[src/logic/epc_pkg.sv]
/*
  Shared constants for the external bus pin control block: register indices,
  field positions, reset values, bus phase timing and the mode and cycle types.
  Assumes a register bus with 32-bit words; byte address is four times the index.
*/
package epc_pkg;

  // Register indices (byte address is index times four)
  localparam logic [13:0] IDX_PORT_A_DATA  = 14'h1000;
  localparam logic [13:0] IDX_PORT_A_DIR   = 14'h1001;
  localparam logic [13:0] IDX_PORT_G_DATA  = 14'h1002;
  localparam logic [13:0] IDX_PORT_G_DIR   = 14'h1003;
  localparam logic [13:0] IDX_PORT_B_DATA  = 14'h1004;
  localparam logic [13:0] IDX_PORT_F_DATA  = 14'h1005;
  localparam logic [13:0] IDX_PORT_C_DATA  = 14'h1006;
  localparam logic [13:0] IDX_PORT_C_DIR   = 14'h1007;
  localparam logic [13:0] IDX_PORT_D_DATA  = 14'h1008;
  localparam logic [13:0] IDX_PORT_D_DIR   = 14'h1009;
  localparam logic [13:0] IDX_PORT_E_DATA  = 14'h100A;
  localparam logic [13:0] IDX_SEL_STRETCH  = 14'h105C;
  localparam logic [13:0] IDX_SEL_CONTROL  = 14'h105D;
  localparam logic [13:0] IDX_SEL_BASE     = 14'h105E;
  localparam logic [13:0] IDX_SEL_SIZE     = 14'h105F;
  localparam logic [13:0] IDX_STATUS       = 14'h1060;
  localparam logic [13:0] IDX_EXT_ADDR     = 14'h1061;
  localparam logic [13:0] IDX_EXT_DATA     = 14'h1062;
  localparam logic [13:0] IDX_EXT_CTRL     = 14'h1063;
  localparam logic [13:0] IDX_INT_MASK     = 14'h1064;

  // Field positions
  localparam int CTRL_START_BIT  = 0;
  localparam int CTRL_WRITE_BIT  = 1;
  localparam int SEL_ENABLE_BIT  = 2;
  localparam int MASK_IRQ_BIT    = 0;
  localparam int MASK_NONMASKABLE_INTERRUPT_IN_BIT   = 1;
  localparam int PORT_D_WIDTH    = 6;

  // Reset values
  localparam logic [7:0]  DIR_RESET      = 8'h00;
  localparam logic [7:0]  DATA_RESET     = 8'h00;
  localparam logic [15:0] ADDR_RESET     = 16'h0000;
  localparam logic [1:0]  MASK_RESET     = 2'h3;

  // Bus phase timing in oscillator cycles; mode latch delay in system clock cycles
  localparam int          OSC_PER_BUS    = 4;
  localparam logic [2:0]  LOW_TICKS      = 3'h2;
  localparam logic [2:0]  HIGH_TICKS     = 3'h2;
  localparam logic [2:0]  STRETCH_TICKS  = 3'h4;
  localparam logic [2:0]  LAST_TICK      = 3'h1;
  localparam logic [1:0]  LATCH_DELAY    = 2'h2;

  // Operating mode, coded as {second select, first select}
  typedef enum logic [1:0] {
    EPC_MODE_BOOT,
    EPC_MODE_TEST,
    EPC_MODE_SINGLE,
    EPC_MODE_EXPANDED
  } epc_mode_t;

  // External bus cycle phases
  typedef enum logic [1:0] {
    EPC_CYC_IDLE,
    EPC_CYC_ADDR,
    EPC_CYC_DATA
  } epc_cycle_t;

endpackage

[src/logic/epc_eclk.sv]
/*
  Bus phase clock generator. Counts oscillator ticks: two low, two high,
  or four high when the stretch request is high at the rising edge.
  Assumes osc_tick_i is a one-cycle pulse per oscillator rising edge and
  wait_i is already synchronised.
*/
`timescale 1ns/1ps
module epc_eclk (
  // Clock and reset
  input  wire logic clk_sys_i,
  input  wire logic rst_n_i,
  // Timing inputs
  input  wire logic osc_tick_i,
  input  wire logic wait_i,
  // Next phase clock level and its edges
  output logic      e_nxt_o,
  output logic      e_rise_o,
  output logic      e_fall_o
);

  logic       e_r;
  logic [2:0] cnt_r;
  logic       edge_now;

  // A change of level is due on this tick
  assign edge_now = osc_tick_i && (cnt_r == epc_pkg::LAST_TICK);
  assign e_nxt_o  = edge_now ? ~e_r : e_r;
  assign e_rise_o = edge_now && !e_r;
  assign e_fall_o = edge_now && e_r;

  // Phase counter; stretch request sampled at each rising edge
  always_ff @(posedge clk_sys_i or negedge rst_n_i) begin
    if (!rst_n_i) begin
      e_r   <= 1'b0;
      cnt_r <= epc_pkg::LOW_TICKS;
    end else if (edge_now) begin
      e_r <= ~e_r;
      if (!e_r) begin
        cnt_r <= wait_i ? epc_pkg::STRETCH_TICKS : epc_pkg::HIGH_TICKS;
      end else begin
        cnt_r <= epc_pkg::LOW_TICKS;
      end
    end else if (osc_tick_i) begin
      cnt_r <= cnt_r - 3'h1;
    end
  end

endmodule

[src/logic/epc_top.sv]
/*
  External bus pin control: phase clock and strobe, stretch, mode latch,
  reset failure drive, interrupt inputs, instruction start mark and the
  port pins, with registers over AHB-Lite.
  Assumes one system clock faster than twice the oscillator pin rate;
  bidirectional pins are split into input, output and active-low output enable.
*/
// How it works
// - Reset puts every register and pin control into a fixed startup state.
// - Clock monitor or watchdog failure pulls the reset pin low, open drain.
// - Bus phase clock is the oscillator input divided by four.
// - Address is driven while phase clock low; data bus used only while high.
// - Bus strobe output is always the inverse of the phase clock.
// - Stretch request is sampled at every rising edge of the phase clock.
// - Stretch high keeps the phase clock high for four oscillator cycles.
// - Stretch low lets the phase clock fall two oscillator cycles after rising.
// - A buffered copy of the oscillator appears on its own output.
// - Low maskable interrupt pin raises a maskable request to the processor.
// - Second interrupt input becomes non-maskable once its mask bit is cleared.
// - Mode select pins are latched at reset to pick the operating mode.
// - After reset the first mode pin drives instruction start, open drain.
// - Expanded and test modes drive the read or write direction output.
// - Port A pins are all inputs after reset.
// - Port B is output only: general outputs, or high address byte expanded.
// - Port C is direction-controlled I/O, or the data bus when expanded.
// - Port D has six lines, general I/O or taken over by serial logic.
// - Port F is output only: general outputs, or low address byte expanded.
// - Enabled chip selects replace general use of port G upper four pins.
`timescale 1ns/1ps
module epc_top (
  // Clock and reset
  input  wire logic        clk_sys_i,
  input  wire logic        rst_n_i,
  // AHB-Lite slave
  input  wire logic        hsel_i,
  input  wire logic [15:0] haddr_i,
  input  wire logic [1:0]  htrans_i,
  input  wire logic        hwrite_i,
  input  wire logic [2:0]  hsize_i,
  input  wire logic [31:0] hwdata_i,
  input  wire logic        hready_i,
  output logic             hreadyout_o,
  output logic             hresp_o,
  output logic [31:0]      hrdata_o,
  // Oscillator and bus timing pins
  input  wire logic        oscillator_input_i,
  output logic             buffered_osc_out_o,
  output logic             e_clock_o,
  output logic             inverted_bus_strobe_o,
  input  wire logic        wait_i,
  output logic             read_write_o,
  // Reset pin open-drain drive and failure sources
  output logic             reset_pin_oe_n_o,
  input  wire logic        clock_monitor_fail_i,
  input  wire logic        watchdog_timer_fail_i,
  // Interrupt pins and requests
  input  wire logic        irq_n_i,
  input  wire logic        nonmaskable_interrupt_in_n_i,
  output logic             irq_req_o,
  output logic             nmi_req_o,
  // Mode pins and instruction start
  input  wire logic        mode_select_first_i,
  input  wire logic        mode_select_second_i,
  output logic             instruction_start_out_o,
  output logic             instruction_start_oe_n_o,
  input  wire logic        instr_start_i,
  output logic [1:0]       mode_o,
  // Port A
  input  wire logic [7:0]  port_a_pins_i,
  output logic [7:0]       port_a_pins_o,
  output logic [7:0]       port_a_pins_oe_n_o,
  // Ports B and F
  output logic [7:0]       port_b_pins_o,
  output logic [7:0]       port_f_pins_o,
  // Port C
  input  wire logic [7:0]  port_c_pins_i,
  output logic [7:0]       port_c_pins_o,
  output logic [7:0]       port_c_pins_oe_n_o,
  // Port D and serial takeover
  input  wire logic [5:0]  port_d_pins_i,
  output logic [5:0]       port_d_pins_o,
  output logic [5:0]       port_d_pins_oe_n_o,
  input  wire logic [5:0]  serial_take_i,
  input  wire logic [5:0]  serial_out_i,
  input  wire logic [5:0]  serial_drive_i,
  // Port E
  input  wire logic [7:0]  input_port_e_data_i,
  // Port G and chip selects
  input  wire logic [7:0]  port_g_pins_i,
  output logic [7:0]       port_g_pins_o,
  output logic [7:0]       port_g_pins_oe_n_o,
  input  wire logic [3:0]  chip_select_i
);

  localparam int SYNC_W = 44;

  logic              rst_s1_r;
  logic              rst_n;
  logic [SYNC_W-1:0] sync_in;
  logic [SYNC_W-1:0] sync1_r;
  logic [SYNC_W-1:0] sync2_r;
  logic              osc_s;
  logic              osc_prev_r;
  logic              osc_tick;
  logic              wait_s;
  logic              irq_n_s;
  logic              nmi_n_s;
  logic              mode_a_s;
  logic              mode_b_s;
  logic [7:0]        pa_s;
  logic [7:0]        pc_s;
  logic [5:0]        pd_s;
  logic [7:0]        pg_s;
  logic [7:0]        pe_s;
  logic              e_nxt;
  logic              e_rise;
  logic              e_fall;
  logic              wr_pend_r;
  logic [13:0]       wr_idx_r;
  logic              acc_ok;
  logic [13:0]       acc_idx;
  logic [7:0]        dir_a_r;
  logic [7:0]        dir_g_r;
  logic [7:0]        dir_c_r;
  logic [5:0]        dir_d_r;
  logic [7:0]        out_a_r;
  logic [7:0]        out_g_r;
  logic [7:0]        out_b_r;
  logic [7:0]        out_f_r;
  logic [7:0]        out_c_r;
  logic [5:0]        out_d_r;
  logic [7:0]        sel_stretch_r;
  logic [7:0]        sel_control_r;
  logic [7:0]        sel_base_r;
  logic [7:0]        sel_size_r;
  logic [15:0]       ext_addr_r;
  logic [7:0]        ext_wdata_r;
  logic [7:0]        ext_rdata_r;
  logic              ext_write_r;
  logic              ext_pend_r;
  logic [1:0]        int_mask_r;
  logic [1:0]        latch_cnt_r;
  logic              latched_r;
  epc_pkg::epc_mode_t  mode_r;
  epc_pkg::epc_cycle_t cyc_r;
  epc_pkg::epc_cycle_t cyc_nxt;
  logic              expanded;
  logic              start_req;
  logic [31:0]       rd_val;

  // Reset release through two flip-flops
  always_ff @(posedge clk_sys_i or negedge rst_n_i) begin
    if (!rst_n_i) begin
      rst_s1_r <= 1'b0;
      rst_n    <= 1'b0;
    end else begin
      rst_s1_r <= 1'b1;
      rst_n    <= rst_s1_r;
    end
  end

  // Two-stage synchroniser for every pin input
  assign sync_in = {oscillator_input_i, wait_i, irq_n_i, nonmaskable_interrupt_in_n_i,
                    mode_select_first_i, mode_select_second_i, port_a_pins_i, port_c_pins_i,
                    port_d_pins_i, port_g_pins_i, input_port_e_data_i};
  always_ff @(posedge clk_sys_i or negedge rst_n) begin
    if (!rst_n) begin
      sync1_r <= '0;
      sync2_r <= '0;
    end else begin
      sync1_r <= sync_in;
      sync2_r <= sync1_r;
    end
  end
  assign {osc_s, wait_s, irq_n_s, nmi_n_s, mode_a_s, mode_b_s, pa_s, pc_s, pd_s, pg_s, pe_s} = sync2_r;

  // Oscillator rising edge tick and buffered copy
  always_ff @(posedge clk_sys_i or negedge rst_n) begin
    if (!rst_n) begin
      osc_prev_r         <= 1'b0;
      buffered_osc_out_o <= 1'b0;
    end else begin
      osc_prev_r         <= osc_s;
      buffered_osc_out_o <= osc_s;
    end
  end
  assign osc_tick = osc_s && !osc_prev_r;

  // Phase clock generator
  epc_eclk u_eclk (
    .clk_sys_i  (clk_sys_i),
    .rst_n_i    (rst_n),
    .osc_tick_i (osc_tick),
    .wait_i     (wait_s),
    .e_nxt_o    (e_nxt),
    .e_rise_o   (e_rise),
    .e_fall_o   (e_fall)
  );

  // Phase clock and strobe pins
  always_ff @(posedge clk_sys_i or negedge rst_n) begin
    if (!rst_n) begin
      e_clock_o             <= 1'b0;
      inverted_bus_strobe_o <= 1'b1;
    end else begin
      e_clock_o             <= e_nxt;
      inverted_bus_strobe_o <= ~e_nxt;
    end
  end

  // Mode pins caught once the synchroniser has settled after release
  always_ff @(posedge clk_sys_i or negedge rst_n) begin
    if (!rst_n) begin
      latch_cnt_r <= 2'h0;
      latched_r   <= 1'b0;
      mode_r      <= epc_pkg::EPC_MODE_BOOT;
    end else if (!latched_r) begin
      if (latch_cnt_r == epc_pkg::LATCH_DELAY) begin
        latched_r <= 1'b1;
        mode_r    <= epc_pkg::epc_mode_t'({mode_b_s, mode_a_s});
      end else begin
        latch_cnt_r <= latch_cnt_r + 2'h1;
      end
    end
  end
  assign expanded = mode_r[0];
  always_ff @(posedge clk_sys_i or negedge rst_n) begin
    if (!rst_n) begin
      mode_o <= 2'h0;
    end else begin
      mode_o <= mode_r;
    end
  end

  // Reset pin failure drive, instruction start mark and interrupt requests
  always_ff @(posedge clk_sys_i or negedge rst_n) begin
    if (!rst_n) begin
      reset_pin_oe_n_o         <= 1'b1;
      instruction_start_out_o  <= 1'b0;
      instruction_start_oe_n_o <= 1'b1;
      irq_req_o                <= 1'b0;
      nmi_req_o                <= 1'b0;
    end else begin
      reset_pin_oe_n_o         <= ~(clock_monitor_fail_i | watchdog_timer_fail_i);
      instruction_start_out_o  <= 1'b0;
      instruction_start_oe_n_o <= ~(latched_r && instr_start_i);
      irq_req_o                <= ~irq_n_s && !int_mask_r[epc_pkg::MASK_IRQ_BIT];
      nmi_req_o                <= ~nmi_n_s && !int_mask_r[epc_pkg::MASK_NONMASKABLE_INTERRUPT_IN_BIT];
    end
  end

  // AHB-Lite address phase capture; zero wait, always OKAY
  assign acc_ok  = hsel_i && hready_i && htrans_i[1];
  assign acc_idx = haddr_i[15:2];
  always_ff @(posedge clk_sys_i or negedge rst_n) begin
    if (!rst_n) begin
      wr_pend_r   <= 1'b0;
      wr_idx_r    <= 14'h0000;
      hrdata_o    <= 32'h0000_0000;
      hreadyout_o <= 1'b1;
      hresp_o     <= 1'b0;
    end else begin
      wr_pend_r   <= acc_ok && hwrite_i;
      wr_idx_r    <= acc_idx;
      hreadyout_o <= 1'b1;
      hresp_o     <= 1'b0;
      if (acc_ok && !hwrite_i) begin
        hrdata_o <= rd_val;
      end
    end
  end

  // Read mux; input pins read their level, output pins their latch
  always_comb begin
    rd_val = 32'h0000_0000;
    unique case (acc_idx)
      epc_pkg::IDX_PORT_A_DATA: rd_val[7:0] = (dir_a_r & out_a_r) | (~dir_a_r & pa_s);
      epc_pkg::IDX_PORT_A_DIR:  rd_val[7:0] = dir_a_r;
      epc_pkg::IDX_PORT_G_DATA: rd_val[7:0] = (dir_g_r & out_g_r) | (~dir_g_r & pg_s);
      epc_pkg::IDX_PORT_G_DIR:  rd_val[7:0] = dir_g_r;
      epc_pkg::IDX_PORT_B_DATA: rd_val[7:0] = out_b_r;
      epc_pkg::IDX_PORT_F_DATA: rd_val[7:0] = out_f_r;
      epc_pkg::IDX_PORT_C_DATA: rd_val[7:0] = (dir_c_r & out_c_r) | (~dir_c_r & pc_s);
      epc_pkg::IDX_PORT_C_DIR:  rd_val[7:0] = dir_c_r;
      epc_pkg::IDX_PORT_D_DATA: rd_val[5:0] = (dir_d_r & out_d_r) | (~dir_d_r & pd_s);
      epc_pkg::IDX_PORT_D_DIR:  rd_val[5:0] = dir_d_r;
      epc_pkg::IDX_PORT_E_DATA: rd_val[7:0] = pe_s;
      epc_pkg::IDX_SEL_STRETCH: rd_val[7:0] = sel_stretch_r;
      epc_pkg::IDX_SEL_CONTROL: rd_val[7:0] = sel_control_r;
      epc_pkg::IDX_SEL_BASE:    rd_val[7:0] = sel_base_r;
      epc_pkg::IDX_SEL_SIZE:    rd_val[7:0] = sel_size_r;
      epc_pkg::IDX_STATUS:      rd_val[5:0] = {nmi_req_o, irq_req_o, latched_r, mode_r, ext_pend_r || (cyc_r != epc_pkg::EPC_CYC_IDLE)};
      epc_pkg::IDX_EXT_ADDR:    rd_val[15:0] = ext_addr_r;
      epc_pkg::IDX_EXT_DATA:    rd_val[7:0] = ext_rdata_r;
      epc_pkg::IDX_EXT_CTRL:    rd_val[1:0] = {ext_write_r, ext_pend_r};
      epc_pkg::IDX_INT_MASK:    rd_val[1:0] = int_mask_r;
      default:                  rd_val = 32'h0000_0000;
    endcase
  end

  // Register writes in the data phase
  always_ff @(posedge clk_sys_i or negedge rst_n) begin
    if (!rst_n) begin
      dir_a_r       <= epc_pkg::DIR_RESET;
      dir_g_r       <= epc_pkg::DIR_RESET;
      dir_c_r       <= epc_pkg::DIR_RESET;
      dir_d_r       <= epc_pkg::DIR_RESET[5:0];
      out_a_r       <= epc_pkg::DATA_RESET;
      out_g_r       <= epc_pkg::DATA_RESET;
      out_b_r       <= epc_pkg::DATA_RESET;
      out_f_r       <= epc_pkg::DATA_RESET;
      out_c_r       <= epc_pkg::DATA_RESET;
      out_d_r       <= epc_pkg::DATA_RESET[5:0];
      sel_stretch_r <= epc_pkg::DATA_RESET;
      sel_control_r <= epc_pkg::DATA_RESET;
      sel_base_r    <= epc_pkg::DATA_RESET;
      sel_size_r    <= epc_pkg::DATA_RESET;
      ext_addr_r    <= epc_pkg::ADDR_RESET;
      ext_wdata_r   <= epc_pkg::DATA_RESET;
      ext_write_r   <= 1'b0;
      int_mask_r    <= epc_pkg::MASK_RESET;
    end else if (wr_pend_r) begin
      unique case (wr_idx_r)
        epc_pkg::IDX_PORT_A_DATA: out_a_r <= hwdata_i[7:0];
        epc_pkg::IDX_PORT_A_DIR:  dir_a_r <= hwdata_i[7:0];
        epc_pkg::IDX_PORT_G_DATA: out_g_r <= hwdata_i[7:0];
        epc_pkg::IDX_PORT_G_DIR:  dir_g_r <= hwdata_i[7:0];
        epc_pkg::IDX_PORT_B_DATA: out_b_r <= hwdata_i[7:0];
        epc_pkg::IDX_PORT_F_DATA: out_f_r <= hwdata_i[7:0];
        epc_pkg::IDX_PORT_C_DATA: out_c_r <= hwdata_i[7:0];
        epc_pkg::IDX_PORT_C_DIR:  dir_c_r <= hwdata_i[7:0];
        epc_pkg::IDX_PORT_D_DATA: out_d_r <= hwdata_i[5:0];
        epc_pkg::IDX_PORT_D_DIR:  dir_d_r <= hwdata_i[5:0];
        epc_pkg::IDX_SEL_STRETCH: sel_stretch_r <= hwdata_i[7:0];
        epc_pkg::IDX_SEL_CONTROL: sel_control_r <= hwdata_i[7:0];
        epc_pkg::IDX_SEL_BASE:    sel_base_r <= hwdata_i[7:0];
        epc_pkg::IDX_SEL_SIZE:    sel_size_r <= hwdata_i[7:0];
        epc_pkg::IDX_EXT_ADDR:    ext_addr_r <= hwdata_i[15:0];
        epc_pkg::IDX_EXT_DATA:    ext_wdata_r <= hwdata_i[7:0];
        epc_pkg::IDX_EXT_CTRL:    ext_write_r <= hwdata_i[epc_pkg::CTRL_WRITE_BIT];
        epc_pkg::IDX_INT_MASK: begin
          int_mask_r[epc_pkg::MASK_IRQ_BIT] <= hwdata_i[epc_pkg::MASK_IRQ_BIT];
          // Non-maskable mask can only be cleared, never set again
          int_mask_r[epc_pkg::MASK_NONMASKABLE_INTERRUPT_IN_BIT] <= int_mask_r[epc_pkg::MASK_NONMASKABLE_INTERRUPT_IN_BIT]
                                                & hwdata_i[epc_pkg::MASK_NONMASKABLE_INTERRUPT_IN_BIT];
        end
        default: ;
      endcase
    end
  end

  // Pending external cycle; a new start wins over the take-up clear
  assign start_req = wr_pend_r && (wr_idx_r == epc_pkg::IDX_EXT_CTRL)
                     && hwdata_i[epc_pkg::CTRL_START_BIT];
  always_ff @(posedge clk_sys_i or negedge rst_n) begin
    if (!rst_n) begin
      ext_pend_r <= 1'b0;
    end else if (start_req) begin
      ext_pend_r <= expanded;
    end else if (cyc_nxt == epc_pkg::EPC_CYC_ADDR && cyc_r != epc_pkg::EPC_CYC_ADDR) begin
      ext_pend_r <= 1'b0;
    end
  end

  // External cycle: address phase while clock low, data phase while high
  always_comb begin
    cyc_nxt = cyc_r;
    unique case (cyc_r)
      epc_pkg::EPC_CYC_IDLE: if (e_fall && ext_pend_r) cyc_nxt = epc_pkg::EPC_CYC_ADDR;
      epc_pkg::EPC_CYC_ADDR: if (e_rise) cyc_nxt = epc_pkg::EPC_CYC_DATA;
      epc_pkg::EPC_CYC_DATA: if (e_fall) cyc_nxt = ext_pend_r ? epc_pkg::EPC_CYC_ADDR : epc_pkg::EPC_CYC_IDLE;
    endcase
  end
  always_ff @(posedge clk_sys_i or negedge rst_n) begin
    if (!rst_n) begin
      cyc_r       <= epc_pkg::EPC_CYC_IDLE;
      ext_rdata_r <= epc_pkg::DATA_RESET;
    end else begin
      cyc_r <= cyc_nxt;
      if (cyc_r == epc_pkg::EPC_CYC_DATA && e_fall && !ext_write_r) begin
        ext_rdata_r <= pc_s;
      end
    end
  end

  // Pin drive from next values, in step with the phase clock
  always_ff @(posedge clk_sys_i or negedge rst_n) begin
    if (!rst_n) begin
      port_a_pins_o      <= epc_pkg::DATA_RESET;
      port_a_pins_oe_n_o <= 8'hFF;
      port_b_pins_o      <= epc_pkg::DATA_RESET;
      port_f_pins_o      <= epc_pkg::DATA_RESET;
      port_c_pins_o      <= epc_pkg::DATA_RESET;
      port_c_pins_oe_n_o <= 8'hFF;
      port_d_pins_o      <= epc_pkg::DATA_RESET[5:0];
      port_d_pins_oe_n_o <= 6'h3F;
      port_g_pins_o      <= epc_pkg::DATA_RESET;
      port_g_pins_oe_n_o <= 8'hFF;
      read_write_o       <= 1'b1;
    end else begin
      port_a_pins_o      <= out_a_r;
      port_a_pins_oe_n_o <= ~dir_a_r;
      port_b_pins_o      <= expanded ? ext_addr_r[15:8] : out_b_r;
      port_f_pins_o      <= expanded ? ext_addr_r[7:0] : out_f_r;
      if (expanded) begin
        port_c_pins_o      <= ext_wdata_r;
        port_c_pins_oe_n_o <= {8{!(cyc_nxt == epc_pkg::EPC_CYC_DATA && ext_write_r && e_nxt)}};
        read_write_o       <= !(cyc_nxt != epc_pkg::EPC_CYC_IDLE && ext_write_r);
      end else begin
        port_c_pins_o      <= out_c_r;
        port_c_pins_oe_n_o <= ~dir_c_r;
        read_write_o       <= 1'b1;
      end
      port_d_pins_o      <= (serial_take_i & serial_out_i) | (~serial_take_i & out_d_r);
      port_d_pins_oe_n_o <= ~((serial_take_i & serial_drive_i) | (~serial_take_i & dir_d_r));
      if (sel_control_r[epc_pkg::SEL_ENABLE_BIT]) begin
        port_g_pins_o      <= {chip_select_i, out_g_r[3:0]};
        port_g_pins_oe_n_o <= {4'h0, ~dir_g_r[3:0]};
      end else begin
        port_g_pins_o      <= out_g_r;
        port_g_pins_oe_n_o <= ~dir_g_r;
      end
    end
  end

endmodule

[config.mk]
export PLATFORM = sky130hd
export DESIGN_NAME = epc_top
export DESIGN_NICKNAME = d
export VERILOG_FILES = /design/src/logic/epc_pkg.sv /design/src/logic/epc_eclk.sv /design/src/logic/epc_top.sv
export SDC_FILE = /design/constraint.sdc
export NUM_CORES = 1
export LEC_CHECK = 0
export ABC_AREA = 1
export BUFFER_PORTS_ARGS = -buffer_cell sky130_fd_sc_hd__buf_2
export CAP_MARGIN = 5
export CORE_MARGIN = 2
export CORE_UTILIZATION = 60
export DETAILED_ROUTE_END_ITERATION = 10
export PLACE_DENSITY = 0.9
export SKIP_CTS_REPAIR_TIMING = 1
export SLEW_MARGIN = 30
export SYNTH_ARGS = -nofsm -noshare
export SYNTH_HDL_FRONTEND = slang
export SYNTH_SLANG_ARGS = --single-unit
export TNS_END_PERCENT = 20
[constraint.sdc]
create_clock -name clk_sys_i -period 30 [get_ports clk_sys_i]
set_input_delay 6 -clock clk_sys_i [delete_from_list [all_inputs] [get_ports clk_sys_i]]
set_output_delay 6 -clock clk_sys_i [all_outputs]
set_load 0.02 [all_outputs]
==> summary.md, run 1 <==
| Metric | Value |
|---|---|
| Number of buffers created by CTS | `36` |
| Final Instance Count excl. Fillers | `roughly 2,000` |
| Initial Utilization | `60.77%` |
| Most frequent standard cell in the layout excluding fill and tap cells | `sky130_fd_sc_hd__nand2_1` |
| Simple-gate share of the synthesized area | `20.45%` |
| Launch instance of the worst min-delay path | `sync1_r[23]` |
| Depth of the worst hold-timing path | `0` |
| TritonCTS clock tree | `done` |
| Power density cells | `61.75 mW/mm²` |
| Slew of the pin with the lowest slew margin | `roughly 0.95 ns` |
| Run status | `finished, final reports clean` |
| Starting DRC count in detailed routing | `roughly 1,200` |
| # H-tree levels | `2` |
| Share of the synthesized area in compound gates (AO/OA/AOI/OAI) | `7.148%` |
| Final layout net count | `1,780` |
| Remaining DRCs | `0` |
| WL per Instance | `approximately 19 µm` |
| Register clock-pin slew on the reported worst setup and hold paths | `0.06 ns` |
| Startpoint of the worst-slack reg-to-reg timing path | `u_eclk.cnt_r[1]` |
| Buffer levels on the longest clock path | `3` |
| Total wire length | `roughly 38,000 µm` |
| Post-route setup TNS | `0 ns` |
| Number of global-route vias before repair | `10,710` |
| Via density per instance | `around 5.6` |
| Finish-stage setup viols | `0` |
| Smallest hold slack | `0.3418 ns` |
| R2R cell count | `13` |
| Type of the worst setup path | `input port to flip-flop` |
| Placed instance count | `1,926` |
| Final HPWL from detailed placement | `25,030 µm` |
| Maximum net fanout on the critical path | `102` |
| Site Rows | `between 50 and 60` |
| Height of the die | `157.7 µm` |
| Total die area | `0.02488 mm²` |
| Primary FF master, synth | `sky130_fd_sc_hd__dfrtp_1` |
| Number of antenna violations at the first check in global routing | `3` |
| Max-cap check violation count | `0` |
| Number of synthesized flops with an enable pin | `0` |
| Worst supply voltage drop on vdd | `0.06264 mV` |
| Post-synthesis register bit count | `361` |
| Static leakage | `8.615 nW` |
| Clock latency reported for the late side of the worst-skew pair | `roughly 0.51 ns` |
| Number of buffers inserted by port buffering | `206` |
| Vias after detailed routing | `11,170` |
| Worst reg2reg endpoint | `port_c_pins_oe_n_o[5]` |
| Endpoint of the worst hold-timing path | `sync2_r[23]` |
| Number of clock sinks | `361` |
| Area of the core region | `0.02333 mm²` |
| Cell area after placement | `0.01529 mm²` |
| Cell area after layout | `0.01650 mm²` |
| Xor and xnor area share after synthesis | `0.06177%` |
| Main combinational cell family by area after synthesis | `simple AND/OR/NAND/NOR gates` |
| Pins Over Slew Limit | `0` |
| Worst max-slew margin expressed relative to the limit | `36.72%` |
| Maximum number of pins on one net before global-route repair | `103` |
| Top-Level Pins | `248` |
| Antenna-violating nets left | `0` |
| Reg-to-reg setup timing slack | `27.42 ns` |
| Synthesis-to-finish area growth | `16.36%` |
| Ratio of cells with drive above 1 in the final layout | `between 20 and 25%` |
| Share of synthesized flip-flops with an asynchronous set or reset | `100.0%` |
| Total global routing overflow | `0` |
| Fraction of synthesized area in multiplexers | `1.836%` |
| Library cell used as clock root buffer | `sky130_fd_sc_hd__clkbuf_16` |
| Horizontal extent of the die | `157.7 µm` |
| Critical path capture point type | `flip-flop` |
| Area of the mapped netlist | `0.01418 mm²` |
| Min-delay worst type | `flip-flop to flip-flop` |
| Synthesized netlist cell count | `roughly 1,400` |
| First-pass GRT wire length | `between 50,000 and 60,000 µm` |
| Launching element type of the critical path | `input port` |
| Average footprint of a synthesized cell | `just under 10 µm²` |
| Post-synthesis cell type count | `39` |
| Detailed-router iteration count before antenna repair | `6` |
| Share of the cycle needed by the critical path after routing | `between 20% and 30%` |
| Leading cell types in the layout, fill and taps excluded | `sky130_fd_sc_hd__nand2_1, sky130_fd_sc_hd__dfrtp_1, sky130_fd_sc_hd__buf_2` |
| Global-route usage over all layers | `30.58%` |
| Required time of the critical path | `30.44 ns` |
| Fmax | `120.6 MHz` |
| Data arrival at the endpoint of the critical path | `8.73 ns` |
| Share of synthesized area occupied by flip-flops and latches | `64.04%` |
| Number of endpoints with negative hold slack in the final report | `0` |
| Count of warnings emitted by yosys | `0` |
| Adder-cell share of the synthesized area | `less than 1%` |
| Skew final | `around 0.011 ns` |
| RePlAce Congestion | `1.017` |
| RSZ-0062 raised after global routing | `false` |
| Min Tclk post-route | `8.290 ns` |
critical path, stage by stage:
cell and delay [ns]:
sky130_fd_sc_hd__buf_2 0.11, sky130_fd_sc_hd__nor2_1 0.10, sky130_fd_sc_hd__nand2_1 0.09, sky130_fd_sc_hd__nor2_4 0.56, sky130_fd_sc_hd__buf_6 0.64, sky130_fd_sc_hd__nand3_1 0.54
sky130_fd_sc_hd__nor2_1 0.22, sky130_fd_sc_hd__nor2_1 0.07, sky130_fd_sc_hd__nand2_1 0.08, sky130_fd_sc_hd__nor2_1 0.05, sky130_fd_sc_hd__nand2_1 0.08, sky130_fd_sc_hd__nand2_1 0.07
sky130_fd_sc_hd__nand2_1 0.06
layout make-up:
cell class | count | area (µm²)
clock buffers | 53 | 1076
clock inverters | 9 | 101.3
well taps | 319 | 399.1
fillers | 1626 | 6834
diodes | 4 | 10.01
repair buffers | 213 | 1099
multi-input cells | 937 | 4369
flip-flops and latches | 361 | 9084
inverters | 96 | 360.3
how the worst max path moves through the flow:
| stage | startpoint | slack (ns) | to | depth (start not counted) |
|---|---|---|---|---|
| after global placement | haddr_i[11] | 21.16 | hrdata_o[1] | 13 |
| final | haddr_i[11] | 21.71 | hrdata_o[1] | 13 |
| after CTS | haddr_i[11] | 21.54 | hrdata_o[1] | 13 |
| after floorplan | rst_n | 19.26 | cyc_r[0] | 0 |
| after global routing | haddr_i[11] | 21.58 | hrdata_o[1] | 13 |
| after detailed placement | haddr_i[11] | 21.06 | hrdata_o[1] | 13 |
state kept, by name, summed over array words and instances (netlist names), 14 cells and up:
register	count
ext_addr_r	16
hrdata_o	16
sync1_r	44
sync2_r	44
wr_idx_r	14
cell usage after synthesis, types with 2 or more instances:
library cell	instances	share of area [%]
sky130_fd_sc_hd__buf_2	13	0.46
sky130_fd_sc_hd__nand3_1	135	4.8
sky130_fd_sc_hd__nand2_2	3	0.13
sky130_fd_sc_hd__nand4_1	11	0.49
sky130_fd_sc_hd__dfstp_2	37	6.9
sky130_fd_sc_hd__mux2i_1	8	0.56
sky130_fd_sc_hd__a21oi_1	7	0.25
sky130_fd_sc_hd__nand3b_1	2	0.11
sky130_fd_sc_hd__nand2_1	419	11
sky130_fd_sc_hd__ha_1	8	0.71
sky130_fd_sc_hd__buf_6	7	0.56
sky130_fd_sc_hd__buf_4	19	1.0
sky130_fd_sc_hd__nor2_1	104	2.8
sky130_fd_sc_hd__nand2_4	2	0.16
sky130_fd_sc_hd__dlygate4sd1_1	7	0.43
sky130_fd_sc_hd__o21ai_0	152	5.4
sky130_fd_sc_hd__conb_1	2	0.053
sky130_fd_sc_hd__nand3_2	3	0.21
sky130_fd_sc_hd__dfrtp_1	324	57
sky130_fd_sc_hd__o21ai_1	21	0.74
sky130_fd_sc_hd__o21ai_2	8	0.49
sky130_fd_sc_hd__mux2_2	16	1.3
sky130_fd_sc_hd__clkbuf_1	23	0.61
sky130_fd_sc_hd__nor3_1	5	0.18
sky130_fd_sc_hd__inv_1	96	2.5
cell families after synthesis:
family,after synthesis
other,2
adders and majority gates,8
AOI/OAI and AO/OA,194
DFF,361
and+or+nand+nor,690
xor gates and xnor gates,1
buffers and inverters,166
muxes,24
routing by layer:
| layer | wire length [µm] | track usage, % |
|---|---|---|
| met1 | 14240 | 40.39 |
| met2 | 18380 | 49.32 |
| met3 | 3604 | 5.639 |
| met4 | 1578 | 14.81 |
| met5 | 0 | 0 |
power breakdown:
group	leakage, nW	internal [mW]	switching [mW]
sequential	3.79	0.505	0.00867
clock	0.581	0.265	0.179
combinational	4.24	0.0176	0.0441
through the flow:
step / utilization [%] / worst slack [ns] / total power, mW
after detailed placement: 65.55 / 21.06 / 0.5822
final: 70.71 / 21.71 / 1.019
after CTS: 70.60 / 21.54 / 1.023
after global routing: 70.70 / 21.58 / 1.053
after floorplan: - / 19.26 / 0.5585
after global placement: 65.54 / 21.16 / 0.5787
(Power assumes the default switching activity.)
==> inputs of run 2 (changes only) <==
CORE_UTILIZATION = 50   (was 60)
PLACE_DENSITY = 0.8   (was 0.9)
clock period = 7.3 ns   (was 30 ns; I/O delays follow)
==> summary.md, run 2 (synthesis gave the netlist of run 1 again) <==
| Metric | Value |
|---|---|
| Reg power frac | `a little under half` |
| Leading cell types in the layout, fill and taps excluded | `sky130_fd_sc_hd__nand2_1, sky130_fd_sc_hd__dfrtp_1, sky130_fd_sc_hd__buf_2` |
| Clock latency reported for the late side of the worst-skew pair | `0.53 ns` |
| # H-tree levels | `2` |
| Maximum number of pins on one net before global-route repair | `86` |
| Skew final | `roughly 0.014 ns` |
| First-pass GRT wire length | `57,130 µm` |
| Min-delay worst type | `flip-flop to flip-flop` |
| Number of endpoints with negative hold slack in the final report | `0` |
| Area of the core region | `0.02786 mm²` |
| Initial Utilization | `50.90%` |
| Number of clock sinks | `about 360` |
| Launching element type of the critical path | `input port` |
| Total global routing overflow | `0` |
| Final layout net count | `between 1,500 and 2,000` |
| Detailed-router iteration count before antenna repair | `6` |
| Critical path capture point type | `flip-flop` |
| Switching Share | `22.35%` |
| TritonCTS clock tree | `done` |
| Min Tclk post-route | `3.396 ns` |
| RePlAce Congestion | `0.9180` |
| Remaining DRCs | `0` |
| Post-route setup TNS | `0 ns` |
| Ratio of cells with drive above 1 in the final layout | `21.28%` |
| Share of the cycle needed by the critical path after routing | `46.52%` |
| RSZ-0062 raised after global routing | `false` |
| Run status | `finished, final reports clean` |
| WL per Instance | `17.98 µm` |
| Power density cells | `about 260 mW/mm²` |
| Synthesis-to-finish area growth | `18.21%` |
| Type of the worst setup path | `input port to flip-flop` |
| Static leakage | `8.716 nW` |
| Library cell used as clock root buffer | `sky130_fd_sc_hd__clkbuf_16` |
| Global-route usage over all layers | `25.43%` |
| Site Rows | `61` |
| Final Instance Count excl. Fillers | `2,058` |
| Buffer levels on the longest clock path | `3` |
| Placed instance count | `between 1,500 and 2,000` |
| Peak per-stage delay on the critical path | `between 0.6 and 0.7 ns` |
| Fmax | `294.4 MHz` |
| Most common cell type on the critical path | `sky130_fd_sc_hd__nand2_1` |
| Height of the die | `about 170 µm` |
| Data arrival at the endpoint of the critical path | `3.85 ns` |
| Number of antenna violations at the first check in global routing | `2` |
| Final-layout fill cell count | `2,277` |
| Total wire length | `37,010 µm` |
| Slew of the pin with the lowest slew margin | `0.8890 ns` |
| Finish-stage setup viols | `0` |
| Net Sw Power | `0.9843 mW` |
| Vias after detailed routing | `10,892` |
| Largest registers ranked by flip-flop count | `sync1_r x44, sync2_r x44` |
| Number of global-route vias before repair | `10,661` |
| Max-cap check violation count | `0` |
| Required time of the critical path | `7.75 ns` |
| Area of the multi-input gates | `~0.0044 mm²` |
| Number of buffers created by CTS | `38` |
| Antenna-violating nets left | `0` |
| Final HPWL from detailed placement | `25,780 µm` |
| Crit-path slowest cell | `sky130_fd_sc_hd__nor2_4` |
| Worst max-slew margin expressed relative to the limit | `40.59%` |
| Portion of total power attributed to the clock network | `46.4%` |
| FF+latch area | `0.009084 mm²` |
| Maximum net fanout on the critical path | `62` |
| Register clock-pin slew on the reported worst setup and hold paths | `~0.050 ns` |
| Top-Level Pins | `248` |
| Via density per instance | `5.293` |
| Pins Over Slew Limit | `0` |
| Most frequent standard cell in the layout excluding fill and tap cells | `sky130_fd_sc_hd__nand2_1` |
| Cell internal pwr | `3.421 mW` |
| Fraction of power consumed by combinational cells | `5.7%` |
| Horizontal extent of the die | `172.4 µm` |
| Starting DRC count in detailed routing | `1,108` |
| Number of buffers inserted by port buffering | `206` |
| Total die area | `0.02972 mm²` |
| Sequence of cells on the critical path | `buf_2, nor2_1, nand2_1, nor2_4, buf_4, nand3_1, nand2_1, nor2_1, nand2_1, nor2_1, nand2_1, nand2_1, nand2_1` |
| Worst supply voltage drop on vdd | `0.1968 mV` |
[run 2: cell count changes in the layout (fill, tap and decap cells not counted), moves of 2 or more]
cell,delta
sky130_fd_sc_hd__clkbuf_16,+4
sky130_fd_sc_hd__clkbuf_1,-3
sky130_fd_sc_hd__clkinv_2,+3
sky130_fd_sc_hd__buf_4,+2
sky130_fd_sc_hd__bufinv_16,+2
sky130_fd_sc_hd__clkbuf_8,+2
sky130_fd_sc_hd__diode_2,-2
[run 2: final cells by class]
cell class | instances | area share [%]
antenna | 2 | 0.02986
clock buffer | 56 | 7.114
clock inverter | 14 | 1.045
inverter | 96 | 2.150
multi-input combinational | 937 | 26.07
sequential | 361 | 54.20
tap | 378 | 2.822
timing repair buffer | 214 | 6.577
[run 2: critical path, delay by kind of cell]
| family | cells | cell delay, ns |
|---|---|---|
| simple gates | 11 | 1.60 |
| buf+inv | 2 | 0.75 |
[run 2: power by group through the flow]
stage               clock (mW)  sequential, mW  combinational (mW)
floorplan                    0            2.19               0.108
global placement             0            2.14               0.243
detailed placement           0            2.14               0.253
CTS                       2.07            2.11               0.254
global route              2.16            2.12               0.283
finish                    2.04            2.11               0.252
[run 2: stage by stage]
stage / setup WS, ns / hold slack [ns] / power, mW / util, % / area [µm²]
global placement: 3.474 / 0.3327 / 2.383 / 55.18 / 15370
global route: 3.636 / 0.3510 / 4.558 / 60.17 / 16760
detailed placement: 3.428 / 0.3347 / 2.397 / 55.19 / 15380
CTS: 3.970 / 0.3480 / 4.431 / 60.10 / 16740
floorplan: 1.438 / 0.3311 / 2.294 / - / 14250
finish: 3.904 / 0.3455 / 4.405 / 60.17 / 16760
[run 2: metal layers]
metal / vias to the layer above / wire length (µm) / global-route usage, %
li1: 5028 / - / -
met1: 5219 / 14850 / 33.81
met2: 540 / 17610 / 41.08
met3: 105 / 3082 / 4.990
met4: 0 / 1464 / 10.74
met5: - / 0 / 0
[run 2: final timing paths]
check | to | cells past startpoint | from | slack, ns
worst min-delay path | sync2_r[30] | 0 | sync1_r[30] | 0.35
worst max register to register | port_c_pins_oe_n_o[4] | 13 | u_eclk.cnt_r[1] | 4.55
min in group asynchronous | hrdata_o[6] | 0 | rst_n | 0.42
worst min register to register | sync2_r[30] | 0 | sync1_r[30] | 0.35
worst max-delay path | hrdata_o[0] | 13 | haddr_i[11] | 3.90
max in group asynchronous | ext_wdata_r[3] | 1 | rst_n | 5.67
==> inputs of run 3 (changes only) <==
ABC_AREA = 0   (was 1)
clock period = 3 ns   (was 7.3 ns; I/O delays follow)
==> summary.md, run 3 <==
| Metric | Value |
|---|---|
| Worst max-slew margin expressed relative to the limit | `44.71%` |
| First-pass GRT wire length | `~60,000 µm` |
| Via density per instance | `5.588` |
| Power density cells | `roughly 600 mW/mm²` |
| Launching element type of the critical path | `flip-flop` |
| Cell types occupying the most area after synthesis | `sky130_fd_sc_hd__dfrtp_1, sky130_fd_sc_hd__mux2_2, sky130_fd_sc_hd__dfstp_2` |
| Number of buffers created by CTS | `37` |
| R2R cell count | `5` |
| Maximum number of pins on one net before global-route repair | `70` |
| Remaining DRCs | `0` |
| Fraction of power consumed by combinational cells | `about 7.6%` |
| Skew final | `0.01202 ns` |
| Depth of the worst hold-timing path | `1` |
| Number of antenna repair diodes | `0` |
| Largest registers ranked by flip-flop count | `sync1_r x44, sync2_r x44` |
| Number of global-route vias before repair | `~9,800` |
| Leading cell types by count after synthesis | `sky130_fd_sc_hd__dfrtp_1, sky130_fd_sc_hd__mux2_2, sky130_fd_sc_hd__nand2_1, sky130_fd_sc_hd__dfstp_2` |
| Average footprint of a synthesized cell | `14.09 µm²` |
| Area of the multi-input gates | `0.004768 mm²` |
| Max-cap check violation count | `0` |
| Register clock-pin slew on the reported worst setup and hold paths | `0.06 ns` |
| Total die area | `just under 0.03 mm²` |
| Total global routing overflow | `0` |
| Required time of the critical path | `approximately 3.4 ns` |
| Smallest hold slack | `0.1916 ns` |
| Worst supply voltage drop on vdd | `about 0.43 mV` |
| Number of synthesized flops with an enable pin | `0` |
| Switching Share | `23.44%` |
| Min-delay worst type | `input port to flip-flop` |
| Post-synth top area share | `57.04%` |
| Cell area after layout | `between 0.015 and 0.02 mm²` |
| # H-tree levels | `2` |
| Global-route usage over all layers | `26.38%` |
| Site Rows | `between 60 and 70` |
| Placed instance count | `1,599` |
| Cell accounting for the most synthesized area | `sky130_fd_sc_hd__dfrtp_1` |
| Count of warnings emitted by yosys | `0` |
| Worst setup slack after placement | `0.3523 ns` |
| RSZ-0062 raised after global routing | `false` |
| Most frequent standard cell in the layout excluding fill and tap cells | `sky130_fd_sc_hd__dfrtp_1` |
| Min Tclk post-route | `2.550 ns` |
| Number of antenna violations at the first check in global routing | `2` |
| Post-layout worst setup margin | `around 0.45 ns` |
| Synthesis-to-finish area growth | `20.01%` |
| Clock latency reported for the late side of the worst-skew pair | `0.52 ns` |
| Final HPWL from detailed placement | `28,200 µm` |
| Primary FF master, synth | `sky130_fd_sc_hd__dfrtp_1` |
| Cell area after placement | `0.01590 mm²` |
| Vias after detailed routing | `9,304` |
| Final layout net count | `approximately 1,400` |
| Total wire length | `38,870 µm` |
| Static leakage | `7.966 nW` |
| Number of clock sinks | `~360` |
| Final Instance Count excl. Fillers | `1,665` |
| Number of buffers inserted by port buffering | `206` |
| Portion of total power attributed to the clock network | `42.1%` |
| Library cell used as clock root buffer | `sky130_fd_sc_hd__clkbuf_16` |
| Number of endpoints with negative hold slack in the final report | `0` |
| Buffer levels on the longest clock path | `3` |
| Horizontal extent of the die | `around 170 µm` |
| Post-synthesis register bit count | `between 300 and 400` |
| RePlAce Congestion | `0.9618` |
| Reg power frac | `50.3%` |
| Starting DRC count in detailed routing | `~740` |
| Fmax | `392.2 MHz` |
| WL per Instance | `around 23 µm` |
| Final-layout fill cell count | `2,138` |
| Pins Over Slew Limit | `0` |
| Antenna-violating nets left | `0` |
| Synthesized netlist cell count | `1,009` |
| Area of the mapped netlist | `0.01421 mm²` |
| Share of the cycle needed by the critical path after routing | `84.99%` |
| Post-synthesis cell type count | `82` |
| Leading cell types in the layout, fill and taps excluded | `sky130_fd_sc_hd__dfrtp_1, sky130_fd_sc_hd__buf_2, sky130_fd_sc_hd__mux2_2` |
| Maximum net fanout on the critical path | `8` |
| Ratio of cells with drive above 1 in the final layout | `43.05%` |
| FF+latch area | `0.009084 mm²` |
| Critical path capture point type | `flip-flop` |
| Post-route setup TNS | `0 ns` |
| Net Sw Power | `between 2 and 2.5 mW` |
| Data arrival at the endpoint of the critical path | `2.94 ns` |
| Top-Level Pins | `around 250` |
| Slew of the pin with the lowest slew margin | `0.8294 ns` |
| Share of synthesized area occupied by flip-flops and latches | `63.88%` |
| Type of the worst setup path | `flip-flop to flip-flop` |
| TritonCTS clock tree | `done` |
| Cell internal pwr | `roughly 8 mW` |
| Detailed-router iteration count before antenna repair | `5` |
| Area of the core region | `0.02786 mm²` |
| Initial Utilization | `~51%` |
| Share of synthesized flip-flops with an asynchronous set or reset | `100.0%` |
| Run status | `finished, final reports clean` |
| Most common cell in the netlist | `sky130_fd_sc_hd__dfrtp_1` |
| Height of the die | `172.6 µm` |
| Finish-stage setup viols | `0` |
run 3: routing by layer:
layer | global-route usage [%] | part of all wire (%)
met5 | 0 | 0.049
met4 | 9.330 | 3.4
met3 | 4.354 | 6.0
met2 | 43.07 | 48
met1 | 36.10 | 42
run 3: area by class of cell:
cell class	instances	share of cell area, %
clock buffers	59	6.205
clock inverters	6	0.5061
inverters	26	0.5721
multi-input cells	578	27.95
flip-flops and latches	361	53.25
well taps	378	2.772
repair buffers	257	8.743
run 3: power groups by stage:
stage,Sequential (mW),Combinational [mW],Clock [mW]
finish,5.24,0.790,4.39
global route,5.26,0.857,4.65
CTS,5.24,0.794,4.45
detailed placement,5.32,0.791,0
global placement,5.31,0.766,0
floorplan,5.44,0.310,0
run 3: cell families (layout without fill, tap and decap cells):
kind of cell / after synthesis / in the layout / share of synthesized area [%]
buf+inv: 88 / 348 / 3.054
fa+ha+maj: 8 / 8 / 0.7042
compound gates: 134 / 134 / 6.760
mux: 216 / 216 / 17.07
flops: 361 / 361 / 63.88
other cells: 2 / 20 / 0.05283
simple gates: 199 / 199 / 8.424
xor+xnor: 1 / 1 / 0.06163
run 3: worst paths after layout:
kind / from / endpoint / slack [ns]
worst max-delay path: wr_idx_r[11] / dir_g_r[2] / 0.45
worst min-delay path: mode_select_first_i / sync1_r[39] / 0.19
worst max register to register: wr_idx_r[11] / dir_g_r[2] / 0.45
worst min register to register: sync1_r[42] / sync2_r[42] / 0.34
max in group asynchronous: rst_n / port_a_pins_oe_n_o[2] / 1.68
min in group asynchronous: rst_n_i / rst_n / 0.40
run 3: worst max-delay path: stages, from the launching register on:
cell,delay [ns]
sky130_fd_sc_hd__dfrtp_1,0.38
sky130_fd_sc_hd__nor4b_2,0.52
sky130_fd_sc_hd__nand3_1,0.20
sky130_fd_sc_hd__nor2_1,0.27
sky130_fd_sc_hd__nand3_1,0.56
sky130_fd_sc_hd__mux2_2,0.50
run 3: per-stage QoR:
| step | total power, mW | utilization (%) |
|---|---|---|
| global placement | 6.081 | 57.09 |
| global route | 10.77 | 61.24 |
| finish | 10.42 | 61.24 |
| CTS | 10.48 | 61.20 |
| detailed placement | 6.113 | 57.09 |
| floorplan | 5.751 | - |
